### src/hdl/err_count_pkg.sv
// Shared constants and carrier types for the receive error counter bank
package err_count_pkg;
   localparam int ADDR_W = 12;
   localparam int DATA_W = 16;
   localparam int COUNT_W = 16;
   localparam int STAT_W = 4;

   // Register indices; the byte address is four times the index
   localparam logic [9:0] IDX_FRM_COUNT = 10'h134;
   localparam logic [9:0] IDX_PAR_COUNT = 10'h136;
   localparam logic [9:0] IDX_STATUS = 10'h138;
   localparam logic [9:0] IDX_MASK = 10'h13a;
   localparam logic [9:0] IDX_CTRL = 10'h13c;

   localparam logic [ADDR_W-1:0] ADDR_FRM_COUNT = {IDX_FRM_COUNT, 2'b00};
   localparam logic [ADDR_W-1:0] ADDR_PAR_COUNT = {IDX_PAR_COUNT, 2'b00};
   localparam logic [ADDR_W-1:0] ADDR_STATUS = {IDX_STATUS, 2'b00};
   localparam logic [ADDR_W-1:0] ADDR_MASK = {IDX_MASK, 2'b00};
   localparam logic [ADDR_W-1:0] ADDR_CTRL = {IDX_CTRL, 2'b00};

   // Reset values
   localparam logic [COUNT_W-1:0] COUNT_RESET = 16'h0000;
   localparam logic [STAT_W-1:0] STATUS_RESET = 4'h0;
   localparam logic [STAT_W-1:0] MASK_RESET = 4'h0;
   localparam logic [1:0] CTRL_RESET = 2'h1;

   // Control fields
   localparam int CTRL_EN_BIT = 0;
   localparam int CTRL_SWUPD_BIT = 1;

   // Status and mask fields
   localparam int ST_FRM_NZ = 0;
   localparam int ST_PAR_NZ = 1;
   localparam int ST_FRM_LOST = 2;
   localparam int ST_PAR_LOST = 3;

   typedef struct packed
   {
      logic framing;
      logic parity;
   } err_ev_t;

   typedef struct packed
   {
      logic [ADDR_W-1:0] addr;
      logic [DATA_W-1:0] wdata;
      logic wr;
      logic rd;
   } reg_req_t;
endpackage

### src/hdl/ds3_rx_error_counters.sv
// Receive framing and parity error counter bank with register port and interrupt
//
// The plain strobed port is this design's own decision.
module ds3_rx_error_counters
   import err_count_pkg::*;
#(
   parameter int WIDTH = COUNT_W
)
(
   // Clock and reset
   input wire logic ref_clk,
   input wire logic rst,
   // Error events from the receive framer
   input wire err_ev_t err_ev,
   // Performance-monitoring update
   input wire logic counter_update_strobe,
   // Register port
   input wire reg_req_t req,
   output logic [DATA_W-1:0] rd_data_r,
   // Interrupt
   output logic irq_r
);
   generate
      if (WIDTH < 1 || WIDTH > DATA_W)
      begin : g_bad_width
         $error("Counter width must be 1 to 16");
      end
   endgenerate

   logic ctrl_en_r;
   logic [STAT_W-1:0] mask_r;
   logic [STAT_W-1:0] status_r;
   logic [STAT_W-1:0] status_nxt;
   logic [WIDTH-1:0] frm_vis;
   logic [WIDTH-1:0] frm_hid;
   logic [WIDTH-1:0] par_vis;
   logic [WIDTH-1:0] par_hid;
   logic frm_lost;
   logic par_lost;

   // Address decode
   wire sel_frm = (req.addr == ADDR_FRM_COUNT);
   wire sel_par = (req.addr == ADDR_PAR_COUNT);
   wire sel_st = (req.addr == ADDR_STATUS);
   wire sel_mask = (req.addr == ADDR_MASK);
   wire sel_ctrl = (req.addr == ADDR_CTRL);

   wire wr_st = req.wr & sel_st;
   wire wr_mask = req.wr & sel_mask;
   wire wr_ctrl = req.wr & sel_ctrl;

   // Software may force an update for testing; it acts exactly like the strobe
   wire sw_update = wr_ctrl & req.wdata[CTRL_SWUPD_BIT];
   wire update = counter_update_strobe | sw_update;
   wire count_en = ctrl_en_r;

   // Tallies
   tally_counter #(.WIDTH(WIDTH)) u_framing
   (
      .ref_clk(ref_clk),
      .rst(rst),
      .count_en(count_en),
      .err_pulse(err_ev.framing),
      .update(update),
      .visible_r(frm_vis),
      .hidden_r(frm_hid),
      .lost(frm_lost)
   );

   tally_counter #(.WIDTH(WIDTH)) u_parity
   (
      .ref_clk(ref_clk),
      .rst(rst),
      .count_en(count_en),
      .err_pulse(err_ev.parity),
      .update(update),
      .visible_r(par_vis),
      .hidden_r(par_hid),
      .lost(par_lost)
   );

   // Events: a nonzero interval was published, or an error fell on a full counter
   wire [STAT_W-1:0] status_set;
   assign status_set[ST_FRM_NZ] = update & (frm_hid != '0);
   assign status_set[ST_PAR_NZ] = update & (par_hid != '0);
   assign status_set[ST_FRM_LOST] = frm_lost;
   assign status_set[ST_PAR_LOST] = par_lost;

   // Write one to clear; a set in the same cycle wins
   wire [STAT_W-1:0] status_clr = wr_st ? req.wdata[STAT_W-1:0] : '0;
   assign status_nxt = (status_r & ~status_clr) | status_set;

   // Read mux; unmapped addresses read zero
   wire [DATA_W-1:0] rd_mux =
      sel_frm ? DATA_W'(frm_vis) :
      sel_par ? DATA_W'(par_vis) :
      sel_st ? DATA_W'(status_r) :
      sel_mask ? DATA_W'(mask_r) :
      sel_ctrl ? DATA_W'(ctrl_en_r) :
      '0;

   wire irq_nxt = |(status_nxt & mask_r);

   always_ff @(posedge ref_clk or posedge rst)
   begin
      if (rst)
      begin
         ctrl_en_r <= CTRL_RESET[CTRL_EN_BIT];
         mask_r <= MASK_RESET;
         status_r <= STATUS_RESET;
      end
      else
      begin
         if (wr_ctrl)
         begin
            // The update bit is a pulse and is never stored, so it reads zero
            ctrl_en_r <= req.wdata[CTRL_EN_BIT];
         end
         if (wr_mask)
         begin
            mask_r <= req.wdata[STAT_W-1:0];
         end
         status_r <= status_nxt;
      end
   end

   // Read data stand only in the cycle after the read strobe
   always_ff @(posedge ref_clk or posedge rst)
   begin
      if (rst)
      begin
         rd_data_r <= '0;
         irq_r <= 1'b0;
      end
      else
      begin
         rd_data_r <= req.rd ? rd_mux : '0;
         irq_r <= irq_nxt;
      end
   end

   localparam logic [WIDTH-1:0] MAX_COUNT = {WIDTH{1'b1}};

   a_frm_accumulate:
   assert property (@(posedge ref_clk) disable iff (rst)
      (count_en && err_ev.framing && !update && frm_hid != MAX_COUNT)
      |=> frm_hid == WIDTH'($past(frm_hid) + 1'b1))
   else
      $error("Framing hidden count did not advance by one");

   a_frm_quiet_hold:
   assert property (@(posedge ref_clk) disable iff (rst)
      (!err_ev.framing && !update) |=> $stable(frm_hid))
   else
      $error("Framing hidden count moved without an error");

   a_frm_visible_hold:
   assert property (@(posedge ref_clk) disable iff (rst)
      !update |=> $stable(frm_vis))
   else
      $error("Framing count changed without an update");

   a_par_accumulate:
   assert property (@(posedge ref_clk) disable iff (rst)
      (count_en && err_ev.parity && !update && par_hid != MAX_COUNT)
      |=> par_hid == WIDTH'($past(par_hid) + 1'b1))
   else
      $error("Parity hidden count did not advance by one");

   a_par_visible_hold:
   assert property (@(posedge ref_clk) disable iff (rst)
      !update |=> $stable(par_vis))
   else
      $error("Parity count changed without an update");

   a_update_transfer:
   assert property (@(posedge ref_clk) disable iff (rst)
      update |=> (frm_vis == $past(frm_hid)) && (par_vis == $past(par_hid)))
   else
      $error("Update did not copy hidden counts");

   a_update_restart:
   assert property (@(posedge ref_clk) disable iff (rst)
      update |=> frm_hid == WIDTH'($past(count_en && err_ev.framing)))
   else
      $error("Hidden framing count did not restart after update");

   a_count_saturate:
   assert property (@(posedge ref_clk) disable iff (rst)
      (frm_hid == MAX_COUNT && !update) |=> frm_hid == MAX_COUNT)
   else
      $error("Framing hidden count wrapped");

   a_read_framing:
   assert property (@(posedge ref_clk) disable iff (rst)
      (req.rd && sel_frm) |=> rd_data_r == DATA_W'($past(frm_vis)))
   else
      $error("Framing count read returned wrong data");

   a_read_parity:
   assert property (@(posedge ref_clk) disable iff (rst)
      (req.rd && sel_par) |=> rd_data_r == DATA_W'($past(par_vis)))
   else
      $error("Parity count read returned wrong data");

   a_par_quiet_hold:
   assert property (@(posedge ref_clk) disable iff (rst)
      (!err_ev.parity && !update) |=> $stable(par_hid))
   else
      $error("Parity hidden count moved without an error");

   a_par_saturate:
   assert property (@(posedge ref_clk) disable iff (rst)
      (par_hid == MAX_COUNT && !update) |=> par_hid == MAX_COUNT)
   else
      $error("Parity hidden count wrapped");

   a_par_restart:
   assert property (@(posedge ref_clk) disable iff (rst)
      update |=> par_hid == WIDTH'($past(count_en && err_ev.parity)))
   else
      $error("Hidden parity count did not restart after update");

   a_count_disabled:
   assert property (@(posedge ref_clk) disable iff (rst)
      (!count_en && !update) |=> $stable(frm_hid) && $stable(par_hid))
   else
      $error("Hidden count moved while counting was disabled");

   // Status, mask and read-back of the status register
   a_lost_flag:
   assert property (@(posedge ref_clk) disable iff (rst)
      (count_en && err_ev.framing && !update && frm_hid == MAX_COUNT)
      |=> status_r[ST_FRM_LOST])
   else
      $error("Framing error on a full counter was not flagged");

   a_status_clear:
   assert property (@(posedge ref_clk) disable iff (rst)
      (wr_st && req.wdata[ST_FRM_NZ] && !update) |=> !status_r[ST_FRM_NZ])
   else
      $error("Framing status bit did not clear on write one");

   a_status_sticky:
   assert property (@(posedge ref_clk) disable iff (rst)
      (status_r[ST_PAR_NZ] && !wr_st) |=> status_r[ST_PAR_NZ])
   else
      $error("Parity status bit dropped without a clear");

   a_par_status_set:
   assert property (@(posedge ref_clk) disable iff (rst)
      (update && par_hid != '0) |=> status_r[ST_PAR_NZ])
   else
      $error("Parity status bit lost on update");

   a_mask_write:
   assert property (@(posedge ref_clk) disable iff (rst)
      (req.wr && sel_mask) |=> mask_r == $past(req.wdata[STAT_W-1:0]))
   else
      $error("Mask write did not land");

   a_read_status:
   assert property (@(posedge ref_clk) disable iff (rst)
      (req.rd && sel_st) |=> rd_data_r == DATA_W'($past(status_r)))
   else
      $error("Status read returned wrong data");

   a_read_idle_zero:
   assert property (@(posedge ref_clk) disable iff (rst)
      !req.rd |=> rd_data_r == '0)
   else
      $error("Read data present without a read");

   a_irq_level:
   assert property (@(posedge ref_clk) disable iff (rst)
      ##1 irq_r == |($past(status_nxt) & $past(mask_r)))
   else
      $error("Interrupt does not follow masked status");

   a_status_set_wins:
   assert property (@(posedge ref_clk) disable iff (rst)
      (update && frm_hid != '0) |=> status_r[ST_FRM_NZ])
   else
      $error("Framing status bit lost on update");

   c_update_nonzero:
   cover property (@(posedge ref_clk) disable iff (rst)
      update && frm_hid != '0 && par_hid != '0);

   c_error_on_update:
   cover property (@(posedge ref_clk) disable iff (rst)
      update && err_ev.framing);

   c_clear_and_set:
   cover property (@(posedge ref_clk) disable iff (rst)
      wr_st && (status_set != '0));

   c_irq_raised:
   cover property (@(posedge ref_clk) disable iff (rst)
      !irq_r ##1 irq_r);

   c_count_saturated:
   cover property (@(posedge ref_clk) disable iff (rst)
      frm_lost);
endmodule

### src/hdl/tally_counter.sv
// One error tally: hidden accumulator plus the software-visible snapshot
module tally_counter
   import err_count_pkg::*;
#(
   parameter int WIDTH = COUNT_W
)
(
   // Clock and reset
   input wire logic ref_clk,
   input wire logic rst,
   // Event side
   input wire logic count_en,
   input wire logic err_pulse,
   input wire logic update,
   // Results
   output logic [WIDTH-1:0] visible_r,
   output logic [WIDTH-1:0] hidden_r,
   output wire logic lost
);
   localparam logic [WIDTH-1:0] FULL = {WIDTH{1'b1}};

   logic [WIDTH-1:0] hidden_nxt;
   wire hit = count_en & err_pulse;
   wire full = (hidden_r == FULL);

   // Saturate rather than wrap so a long interval never reads as a small count
   assign lost = hit & full & ~update;

   // An error in the update cycle opens the new interval instead of being lost
   assign hidden_nxt = update ? {{(WIDTH-1){1'b0}}, hit} :
                       (hit & ~full) ? WIDTH'(hidden_r + 1'b1) : hidden_r;

   always_ff @(posedge ref_clk or posedge rst)
   begin
      if (rst)
      begin
         hidden_r <= '0;
         visible_r <= WIDTH'(COUNT_RESET);
      end
      else
      begin
         hidden_r <= hidden_nxt;
         if (update)
         begin
            visible_r <= hidden_r;
         end
      end
   end
endmodule

### config.mk
export PLATFORM = sky130hd
export DESIGN_NAME = ds3_rx_error_counters
export DESIGN_NICKNAME = d
export VERILOG_FILES = /design/src/hdl/err_count_pkg.sv /design/src/hdl/ds3_rx_error_counters.sv /design/src/hdl/tally_counter.sv
export SDC_FILE = /design/constraint.sdc
export NUM_CORES = 1
export LEC_CHECK = 0
export BUFFER_PORTS_ARGS = -buffer_cell sky130_fd_sc_hd__buf_2
export CAP_MARGIN = 20
export CORE_MARGIN = 3
export CORE_UTILIZATION = 40
export DETAILED_ROUTE_END_ITERATION = 7
export GPL_TIMING_DRIVEN = 0
export PLACE_DENSITY = 0.6
export SYNTH_ARGS = -nofsm -noshare
export SYNTH_HDL_FRONTEND = slang
export SYNTH_SLANG_ARGS = --single-unit
### constraint.sdc
create_clock -name ref_clk -period 3.5 [get_ports ref_clk]
set_clock_uncertainty 0.05 [all_clocks]
set_input_delay 0.7 -clock ref_clk [delete_from_list [all_inputs] [get_ports ref_clk]]
set_output_delay 0.7 -clock ref_clk [all_outputs]
set_load 0.005 [all_outputs]
==> impl_metrics.csv, run 1 <==
group,metric,value,unit
drt,wl_met1,4560,um
critical_path,slowest_stage,"or4b_4",
synth,ys_types,55,
drt,routedWlPerCell,15.0,um
timing,rsz0062_at_grt,"no",
timing,slew_headroom,0.455,
synth,yosysSeqAreaShare,0.523,
synth,yosysTopAreaCell,"dfrtp_1",
grt,grt_use_total,0.169,
timing,slew_violations,0,
cts,clock_sinks,90,
synth,syn_inst,443,
placed_design,post-place-cells,617,
finish,finalNetCount,531,
grt,grt-ovfl-total,0,
placed_design,routabilityCongestion,0.861,
cts,numCtsBuffers,9,
finish,design_area,4880,um^2
synth,synth.most_common_cell,"nand2_1",
floorplanning,core_area,10400,um^2
finish,syn_to_final_growth,13.2,%
critical_path,rr_startpoint,"u_framing.hidden_r[0]",
floorplanning,row_count,37,
floorplanning,dieArea,12100,um^2
finish,drive_gt1_frac,0.203,
drt,wl_met2,4470,um
cts,clockBufferDepth,2,
synth,synth_warnings,0,
flow_run,drv_cap,0,
synth,synthFlopType,"dfrtp_1",
timing,worst_slew_pin_slew,806,ps
finish,finish.utilization,0.468,
synth,synth-edff-count,0,
cts,cts.htree.levels,3,
floorplanning,io_pins,52,
critical_path,end_kind,"flop",
synth,synthArstFlopShare,1.00,
power,power.leakage,2.34,nW
timing,holdWs,212,ps
cts,root_buffer,"clkbuf_8",
synth,ys_seq_elements,90,
outcome,status,"complete, no violations",
drt,dr.pass1.iters,4,
critical_path,cp_data_arrival_time,2660,ps
cts,clk_latency,360,ps
synth,avgSynthCellArea,9.73,um^2
placed_design,dp_hpwl,7120,um
critical_path,critPathMaxFanout,10,
finish,antenna_cells,0,
placed_design,port_buffers,37,
floorplanning,die-height,110,um
synth,ys_top_cells_by_area,"dfrtp_1, nand2_1, nor2_1, a22oi_2, xnor2_1",
synth,synth_area,4310,um^2
hold_path,min_path_type,"primary input to asynchronous set/reset pin",
timing,setup_viol,0,
grt,grt_pass1_vias,3130,
timing,min_period_over_period,0.706,
drt,drcViolationCount,0,
drt,wl,9500,um
floorplanning,start_util,0.414,
synth,synth_top_area_frac,0.517,
timing,hold_viol_final,0,
drt,via_per_inst,5.13,
synth,synthTopCellsByCount,"nand2_1, dfrtp_1, nor2_1",
cts,cts_resized,0,
finish,layout.cells.non_filler,633,
critical_path,crit_start,"req[26]",
floorplanning,dieWidth,110,um
critical_path,setup.worst_path.class,"primary input to flop",
placed_design,post_dp_cell_area,4700,um^2
cts,cts_tree,"yes",
critical_path,cpPeakStageDelay,540,ps
drt,wl_met3,321,um
cts,cts_hold_buf,0,
grt,grt_first_pass_wirelength,15800,um
cts,cts_setup_buffers,0,
grt,antenna_found_initial,0,
timing,max_freq,0.405,GHz
power,power.density,380,nW/um^2
drt,topRoutingLayerUsed,"met4",
drt,ant_nets,0,
timing,min_period,2470,ps
drt,drt_iter0_drc,230,
synth,synthesis.nets,482,
critical_path,critPathRequiredTime,3690,ps
critical_path,cp-start-kind,"primary input",
critical_path,cpMostUsedCell,"buf_2",
cts,cts.clk_slew.worst_paths,100,ps
power,vdd.ir_drop.worst,0.153,mV
grt,grt_max_degree,74,
critical_path,path_cells,"buf_2, or4b_4, nor3_4, a41oi_1, buf_2, a31o_1",
drt,vias,3246,
==> worst max-delay path: cells and delay by family <==
| family | cells | cell delay, ps |
|---|---|---|
| AND/OR/NAND/NOR | 2 | 860 |
| AO/OA/AOI/OAI | 2 | 660 |
| buffers and inverters | 2 | 440 |
==> report_power, final <==
part           switching [mW]  internal (mW)
Sequential             0.0121           1.05
Clock                   0.392          0.269
Combinational          0.0886         0.0425
Total                   0.492           1.36
==> logic make-up after synthesis <==
group / after synthesis / synth area share
simple gates: 237 / 0.269
flops: 90 / 0.523
compound gates: 48 / 0.0871
buf+inv: 29 / 0.0343
xor+xnor: 27 / 0.0549
mux: 8 / 0.0206
fa+ha+maj: 4 / 0.0116
==> sequential cells by signal, indices dropped and copies added (netlist names) <==
signal / flops
count_en: 1
irq_r: 1
mask_r: 4
rd_data_r: 16
status_r: 4
u_framing.hidden_r: 16
u_framing.visible_r: 16
u_parity.hidden_r: 16
u_parity.visible_r: 16
==> cells in the final DEF (no fill, tap or decap), types with 3 or more instances in the layout <==
cell        instances
a21oi_1             7
a221oi_1            4
a22oi_2            10
and3_1              9
buf_2              45
buf_4               3
clkbuf_1            7
clkbuf_8           10
clkinvlp_4          3
dfrtp_1            89
ha_1                4
inv_1               8
mux2_1              4
mux2_2              3
nand2_1           108
nand2b_1            5
nand3_1            10
nand4_1            12
nor2_1             47
nor2_2             10
nor3_1              6
nor3_4              3
nor4_1              8
o21ai_0             3
o21ai_1             9
xnor2_1            14
xor2_1             13
==> routing by layer <==
metal | vias up | track usage
li1 | 1602 | -
met1 | 1571 | 0.242
met2 | 60 | 0.263
met3 | 13 | 0.0229
met4 | 0 | 0.0579
met5 | - | 0
==> layout make-up <==
cell class	count	area [um^2]
plain buffers	20	114
fillers	1007	5540
well taps	136	170
flip-flops and latches	90	2250
clock buffers	9	124
multi-input cells	324	1910
clock inverters	7	60.1
repair buffers	38	213
inverters	9	36.3
==> through the flow <==
step / power (mW) / setup WS [ps] / setup TNS (ps)
6_report: 1.86 / 1030 / 0
5_1_grt: 1.94 / 968 / 0
4_1_cts: 1.88 / 1040 / 0
3_5_place_dp: 1.22 / 659 / 0
3_3_place_gp: 1.21 / -621 / -54880
2_1_floorplan: 1.17 / 416 / 0
==> worst paths after layout <==
check	endpoint	slack (ps)	depth (start not counted)
min in group ref_clk	u_parity.visible_r[3]	430	2
hold / removal	rd_data_r[14]	210	2
hold reg to reg	u_parity.visible_r[3]	430	2
setup reg to reg	u_framing.hidden_r[6]	1170	8
max in group asynchronous	u_parity.visible_r[2]	2540	3
setup / recovery	u_framing.hidden_r[0]	1030	6
Power figures use the tool's default switching activity.
==> inputs of run 2 (changes only) <==
--- a/config.mk
+++ b/config.mk
@@ -5,6 +5,7 @@
 export SDC_FILE = /design/constraint.sdc
 export NUM_CORES = 1
 export LEC_CHECK = 0
+export ABC_AREA = 1
 export BUFFER_PORTS_ARGS = -buffer_cell sky130_fd_sc_hd__buf_2
 export CAP_MARGIN = 20
 export CORE_MARGIN = 3
==> constraint.sdc (replaced) <==
create_clock -name ref_clk -period 2.4 [get_ports ref_clk]
set_clock_uncertainty 0.05 [all_clocks]
set_input_delay 0.48 -clock ref_clk [delete_from_list [all_inputs] [get_ports ref_clk]]
set_output_delay 0.48 -clock ref_clk [all_outputs]
set_load 0.005 [all_outputs]
==> impl_metrics.csv, run 2 <==
group,metric,value,unit
floorplanning,start_util,0.412,
synth,synthTopCellsByCount,"nand2_1, dfrtp_1, inv_1",
synth,syn_inst,553,
placed_design,post-place-ws,291,ps
cts,cts.clk_slew.worst_paths,70,ps
cts,clock_sinks,90,
synth,ys_seq_elements,90,
finish,final_common_cell,"nand2_1",
synth,yosysTopAreaCell,"dfrtp_1",
finish,finalNetCount,644,
drt,drcViolationCount,0,
synth,synth-edff-count,0,
cts,clockBufferDepth,2,
synth,synthFlopType,"dfrtp_1",
placed_design,post_dp_cell_area,4920,um^2
grt,grt_first_pass_wirelength,19300,um
critical_path,critPathMaxFanout,5,
finish,antenna_cells,0,
timing,setup_viol,0,
timing,max_freq,0.468,GHz
placed_design,dp_hpwl,8810,um
drt,via_per_inst,5.18,
timing,hold_viol_final,0,
placed_design,port_buffers,39,
timing,rsz0062_at_grt,"no",
synth,avgSynthCellArea,8.14,um^2
finish,drive_gt1_frac,0.169,
floorplanning,dieWidth,112,um
cts,numCtsBuffers,9,
synth,yosysSeqAreaShare,0.500,
timing,slew_headroom,0.629,
power,power.leakage,2.46,nW
timing,tns,0,ps
grt,grt_max_degree,42,
floorplanning,dieArea,12600,um^2
synth,synth_top_area_frac,0.495,
outcome,status,"complete, no violations",
synth,ys_types,35,
cts,clk_latency,340,ps
critical_path,setup.worst_path.class,"flop to flop",
critical_path,cp-start-kind,"flop",
timing,min_period,2130,ps
floorplanning,io_pins,52,
synth,synthesis.nets,592,
power,power.density,584,nW/um^2
critical_path,critPathRequiredTime,2630,ps
power,vdd.ir_drop.worst,0.341,mV
drt,routedWlPerCell,15.2,um
grt,grt-ovfl-total,0,
finish,design_area,5210,um^2
cts,cts_tree,"yes",
synth,synth_warnings,0,
cts,cts_resized,0,
critical_path,end_kind,"flop",
synth,synth.most_common_cell,"nand2_1",
drt,dr.pass1.iters,5,
floorplanning,die-height,112,um
synth,ys_top_cells_by_area,"dfrtp_1, nand2_1, inv_1, nand3_1, o21ai_0",
floorplanning,row_count,38,
hold_path,min_path_type,"primary input to asynchronous set/reset pin",
timing,worst_slew_pin_slew,552,ps
synth,synthArstFlopShare,1.00,
synth,synth_area,4500,um^2
drt,ant_nets,0,
grt,grt_pass1_vias,3893,
drt,wl,11400,um
placed_design,routabilityCongestion,0.861,
critical_path,cp_data_arrival_time,2370,ps
grt,grt_use_total,0.192,
drt,drt_iter0_drc,254,
finish,syn_to_final_growth,15.8,%
drt,vias,3883,
cts,cts.htree.levels,3,
cts,cts_hold_buf,0,
grt,antenna_found_initial,0,
cts,cts_setup_buffers,0,
floorplanning,core_area,10900,um^2
timing,slew_violations,0,
timing,min_period_over_period,0.890,
flow_run,drv_cap,0,
cts,root_buffer,"clkbuf_16",
timing,final.setup.worst_slack,265,ps
finish,final_cell_mix,"nand2_1, dfrtp_1, inv_1",
==> run 2: changes by cell type after synthesis, sizes merged, moves of 10 or more <==
| cell | before | now |
|---|---|---|
| nor2 | 58 | 39 |
| xnor2 | 14 | 0 |
| a22oi | 12 | 0 |
| xor2 | 13 | 3 |
| a21oi | 7 | 35 |
| o21ai | 12 | 61 |
| nand3 | 10 | 42 |
| nand2 | 109 | 150 |
| inv | 9 | 65 |
==> run 2: cell type report <==
class | count | area (um^2)
Fill cell | 1082 | 5720
Sequential cell | 90 | 2250
Multi-Input combinational cell | 382 | 1890
Inverter | 65 | 248
Clock buffer | 10 | 239
Timing Repair Buffer | 41 | 235
Tap cell | 140 | 175
Buffer | 16 | 120
Clock inverter | 6 | 57.6
==> run 2: path summary, 6_finish.rpt <==
path,slack [ps],cells past startpoint,end,from
max reg2reg,270,11,irq_r,u_framing.hidden_r[0]
min reg2reg,430,2,u_parity.visible_r[15],u_parity.visible_r[15]
max,270,11,irq_r,u_framing.hidden_r[0]
max in group asynchronous,1490,4,u_parity.hidden_r[4],rst
min in group ref_clk,340,2,mask_r[3],req[5]
min,40,2,rd_data_r[14],rst
==> run 2: through the flow <==
stage                     hold WS, ps  power, mW  utilization  instances
after floorplan                   392       1.63            -        553
after global placement            414       1.69        0.446        732
after detailed placement          418       1.70        0.450        734
after CTS                        46.5       3.08        0.477        750
after global routing             61.9       3.16        0.477        750
final                            42.7       3.05        0.477        750
==> run 2: worst max-delay path, cell delays in order, from the launching register on <==
cell	delay, ps
dfrtp_1	450
ha_1	240
nand2_1	80
nor2_2	170
nand2_2	120
nor3_1	480
nand3_1	180
nand2_1	110
nand2_1	50
nand2_1	60
inv_1	30
nand2_1	50
==> run 2: power by group <==
part	internal, mW	switching [mW]	total [mW]
Sequential	1.52	0.00188	1.52
Clock	0.750	0.629	1.38
Combinational	0.0428	0.102	0.145
==> run 2: cells by family (layout without fill, tap and decap cells) <==
group                      count (synthesis)  count (layout)  synth area share
AOI/OAI and AO/OA                        104             104             0.127
buffers and inverters                     81             138            0.0809
and+or+nand+nor                          270             270             0.272
xor gates and xnor gates                   3               3           0.00584
adders and majority gates                  4               4            0.0111
DFF                                       90              90             0.500
muxes                                      1               1           0.00250
==> run 2: routing by layer <==
layer  part of all wire  GRT usage
met3              0.050     0.0313
met4              0.020     0.0673
met2               0.47      0.306
met5                  0          0
met1               0.46      0.267
==> inputs of run 3 (changes only) <==
--- a/config.mk
+++ b/config.mk
@@ -8,11 +8,14 @@
 export ABC_AREA = 1
 export BUFFER_PORTS_ARGS = -buffer_cell sky130_fd_sc_hd__buf_2
 export CAP_MARGIN = 20
+export CELL_PAD_IN_SITES_DETAIL_PLACEMENT = 1
+export CELL_PAD_IN_SITES_GLOBAL_PLACEMENT = 2
+export CORE_ASPECT_RATIO = 1.1
 export CORE_MARGIN = 3
-export CORE_UTILIZATION = 40
+export CORE_UTILIZATION = 35
 export DETAILED_ROUTE_END_ITERATION = 7
 export GPL_TIMING_DRIVEN = 0
-export PLACE_DENSITY = 0.6
+export PLACE_DENSITY = 0.82
 export SYNTH_ARGS = -nofsm -noshare
 export SYNTH_HDL_FRONTEND = slang
 export SYNTH_SLANG_ARGS = --single-unit
==> impl_metrics.csv, run 3 (synthesis gave the netlist of run 2 again) <==
group,metric,value,unit
critical_path,setup.worst_path.class,"flop to flop",
cts,numCtsBuffers,9,
power,p_seq_frac,0.477,
timing,hold_viol_final,0,
finish,final_cell_mix,"nand2_1, dfrtp_1, inv_1",
grt,grt-ovfl-total,0,
floorplanning,core_area,12300,um^2
critical_path,cp-start-kind,"flop",
cts,clock_sinks,90,
power,p_comb_frac,0.048,
timing,tns,0,ps
placed_design,post_dp_cell_area,4930,um^2
power,power.density,609,nW/um^2
critical_path,critPathRequiredTime,2640,ps
critical_path,critical_path.top_delay_family,"simple AND/OR/NAND/NOR gates",
drt,via_per_inst,5.12,
cts,clockBufferDepth,2,
critical_path,cpMostUsedCell,"nand2_1",
power,power,3.19,mW
critical_path,end_kind,"flop",
drt,routedWlPerCell,17.4,um
cts,cts_hold_buf,0,
timing,setup_viol,0,
power,power.leakage,2.47,nW
finish,antenna_cells,0,
floorplanning,dieArea,14300,um^2
cts,cts_setup_buffers,0,
grt,grt_max_degree,41,
timing,slew_headroom,0.558,
finish,final_common_cell,"nand2_1",
timing,slew_violations,0,
critical_path,cpPeakStageDelay,440,ps
power,power.switching,720,uW
critical_path,critPathMaxFanout,5,
floorplanning,row_count,42,
timing,final.setup.worst_slack,371,ps
flow_run,drv_cap,0,
timing,rsz0062_at_grt,"no",
floorplanning,start_util,0.366,
grt,antenna_found_initial,0,
cts,cts_tree,"yes",
drt,dr.pass1.iters,4,
timing,min_period,2030,ps
grt,grt_use_total,0.196,
grt,grt_pass1_vias,4265,
critical_path,path_cells,"ha_1, nand2_1, nor2_2, nand2_2, nor3_1, nand3_1, nand2_1, nand2_1, nand2_1, inv_1, nand2_1",
power,p_clk_frac,0.476,
cts,clk_latency,350,ps
cts,cts_resized,0,
timing,worst_slew_pin_slew,661,ps
placed_design,dp_hpwl,10200,um
finish,syn_to_final_growth,16.5,%
timing,min_period_over_period,0.846,
critical_path,cp_data_arrival_time,2270,ps
cts,cts.clk_slew.worst_paths,70,ps
placed_design,routabilityCongestion,0.814,
floorplanning,die-height,125,um
grt,grt_first_pass_wirelength,22000,um
outcome,status,"complete, no violations",
floorplanning,io_pins,52,
finish,design_area,5250,um^2
critical_path,slowest_stage,"dfrtp_1",
finish,finalNetCount,644,
drt,wl,13300,um
drt,vias,3911,
drt,ant_nets,0,
critical_path,worst-path-buf-inv,1,
placed_design,port_buffers,39,
floorplanning,dieWidth,114,um
timing,max_freq,0.493,GHz
power,vdd.ir_drop.worst,0.373,mV
cts,root_buffer,"clkbuf_16",
placed_design,post-place-ws,308,ps
power,internal_power,2.48,mW
power,switching_share,0.225,
cts,cts.htree.levels,3,
hold_path,min_path_type,"primary input to asynchronous set/reset pin",
finish,drive_gt1_frac,0.166,
drt,drcViolationCount,0,
drt,drt_iter0_drc,206,
==> run 3: changes by cell type in the layout (fill, tap and decap cells not counted), moves of 2 or more <==
cell and change:
clkinv_2 +2, inv_6 -3, clkbuf_1 +2, clkinvlp_4 -2
bufinv_16 +2
==> run 3: final timing paths <==
check / start / end / slack (ps) / cells past startpoint
setup / recovery: u_framing.hidden_r[0] / irq_r / 370 / 11
hold reg to reg: u_framing.visible_r[15] / u_framing.visible_r[15] / 420 / 2
hold / removal: rst / rd_data_r[2] / 170 / 2
max in group asynchronous: rst / count_en / 1470 / 3
setup reg to reg: u_framing.hidden_r[0] / irq_r / 370 / 11
min in group ref_clk: req[5] / mask_r[3] / 340 / 2
==> run 3: metal layers <==
metal	track usage	vias up	wire length, um
met3	0.0271	15	369
met5	0	-	0
met2	0.328	62	6540
li1	-	1923	-
met1	0.256	1911	6120
met4	0.0783	0	276
==> run 3: cell type report <==
cell class,count,area (um^2)
inverter,65,248
buffer,16,120
timing repair buffer,41,235
clock buffer,11,233
multi-input combinational,382,1890
fill,1553,7050
sequential,90,2250
tap,154,193
clock inverter,5,78.8
==> run 3: metrics by stage <==
step | cells | hold WS, ps | util
2_1_floorplan | 553 | 392 | -
3_3_place_gp | 746 | 407 | 0.398
3_5_place_dp | 748 | 413 | 0.401
4_1_cts | 764 | 183 | 0.427
5_1_grt | 764 | 211 | 0.427
6_report | 764 | 173 | 0.427
==> run 3: power groups by stage <==
stage / logic, mW / registers [mW] / clock network (mW)
after floorplan: 0.0842 / 1.55 / 0
final: 0.153 / 1.52 / 1.52
after global routing: 0.174 / 1.52 / 1.62
after CTS: 0.158 / 1.52 / 1.55
after global placement: 0.145 / 1.55 / 0
after detailed placement: 0.157 / 1.55 / 0
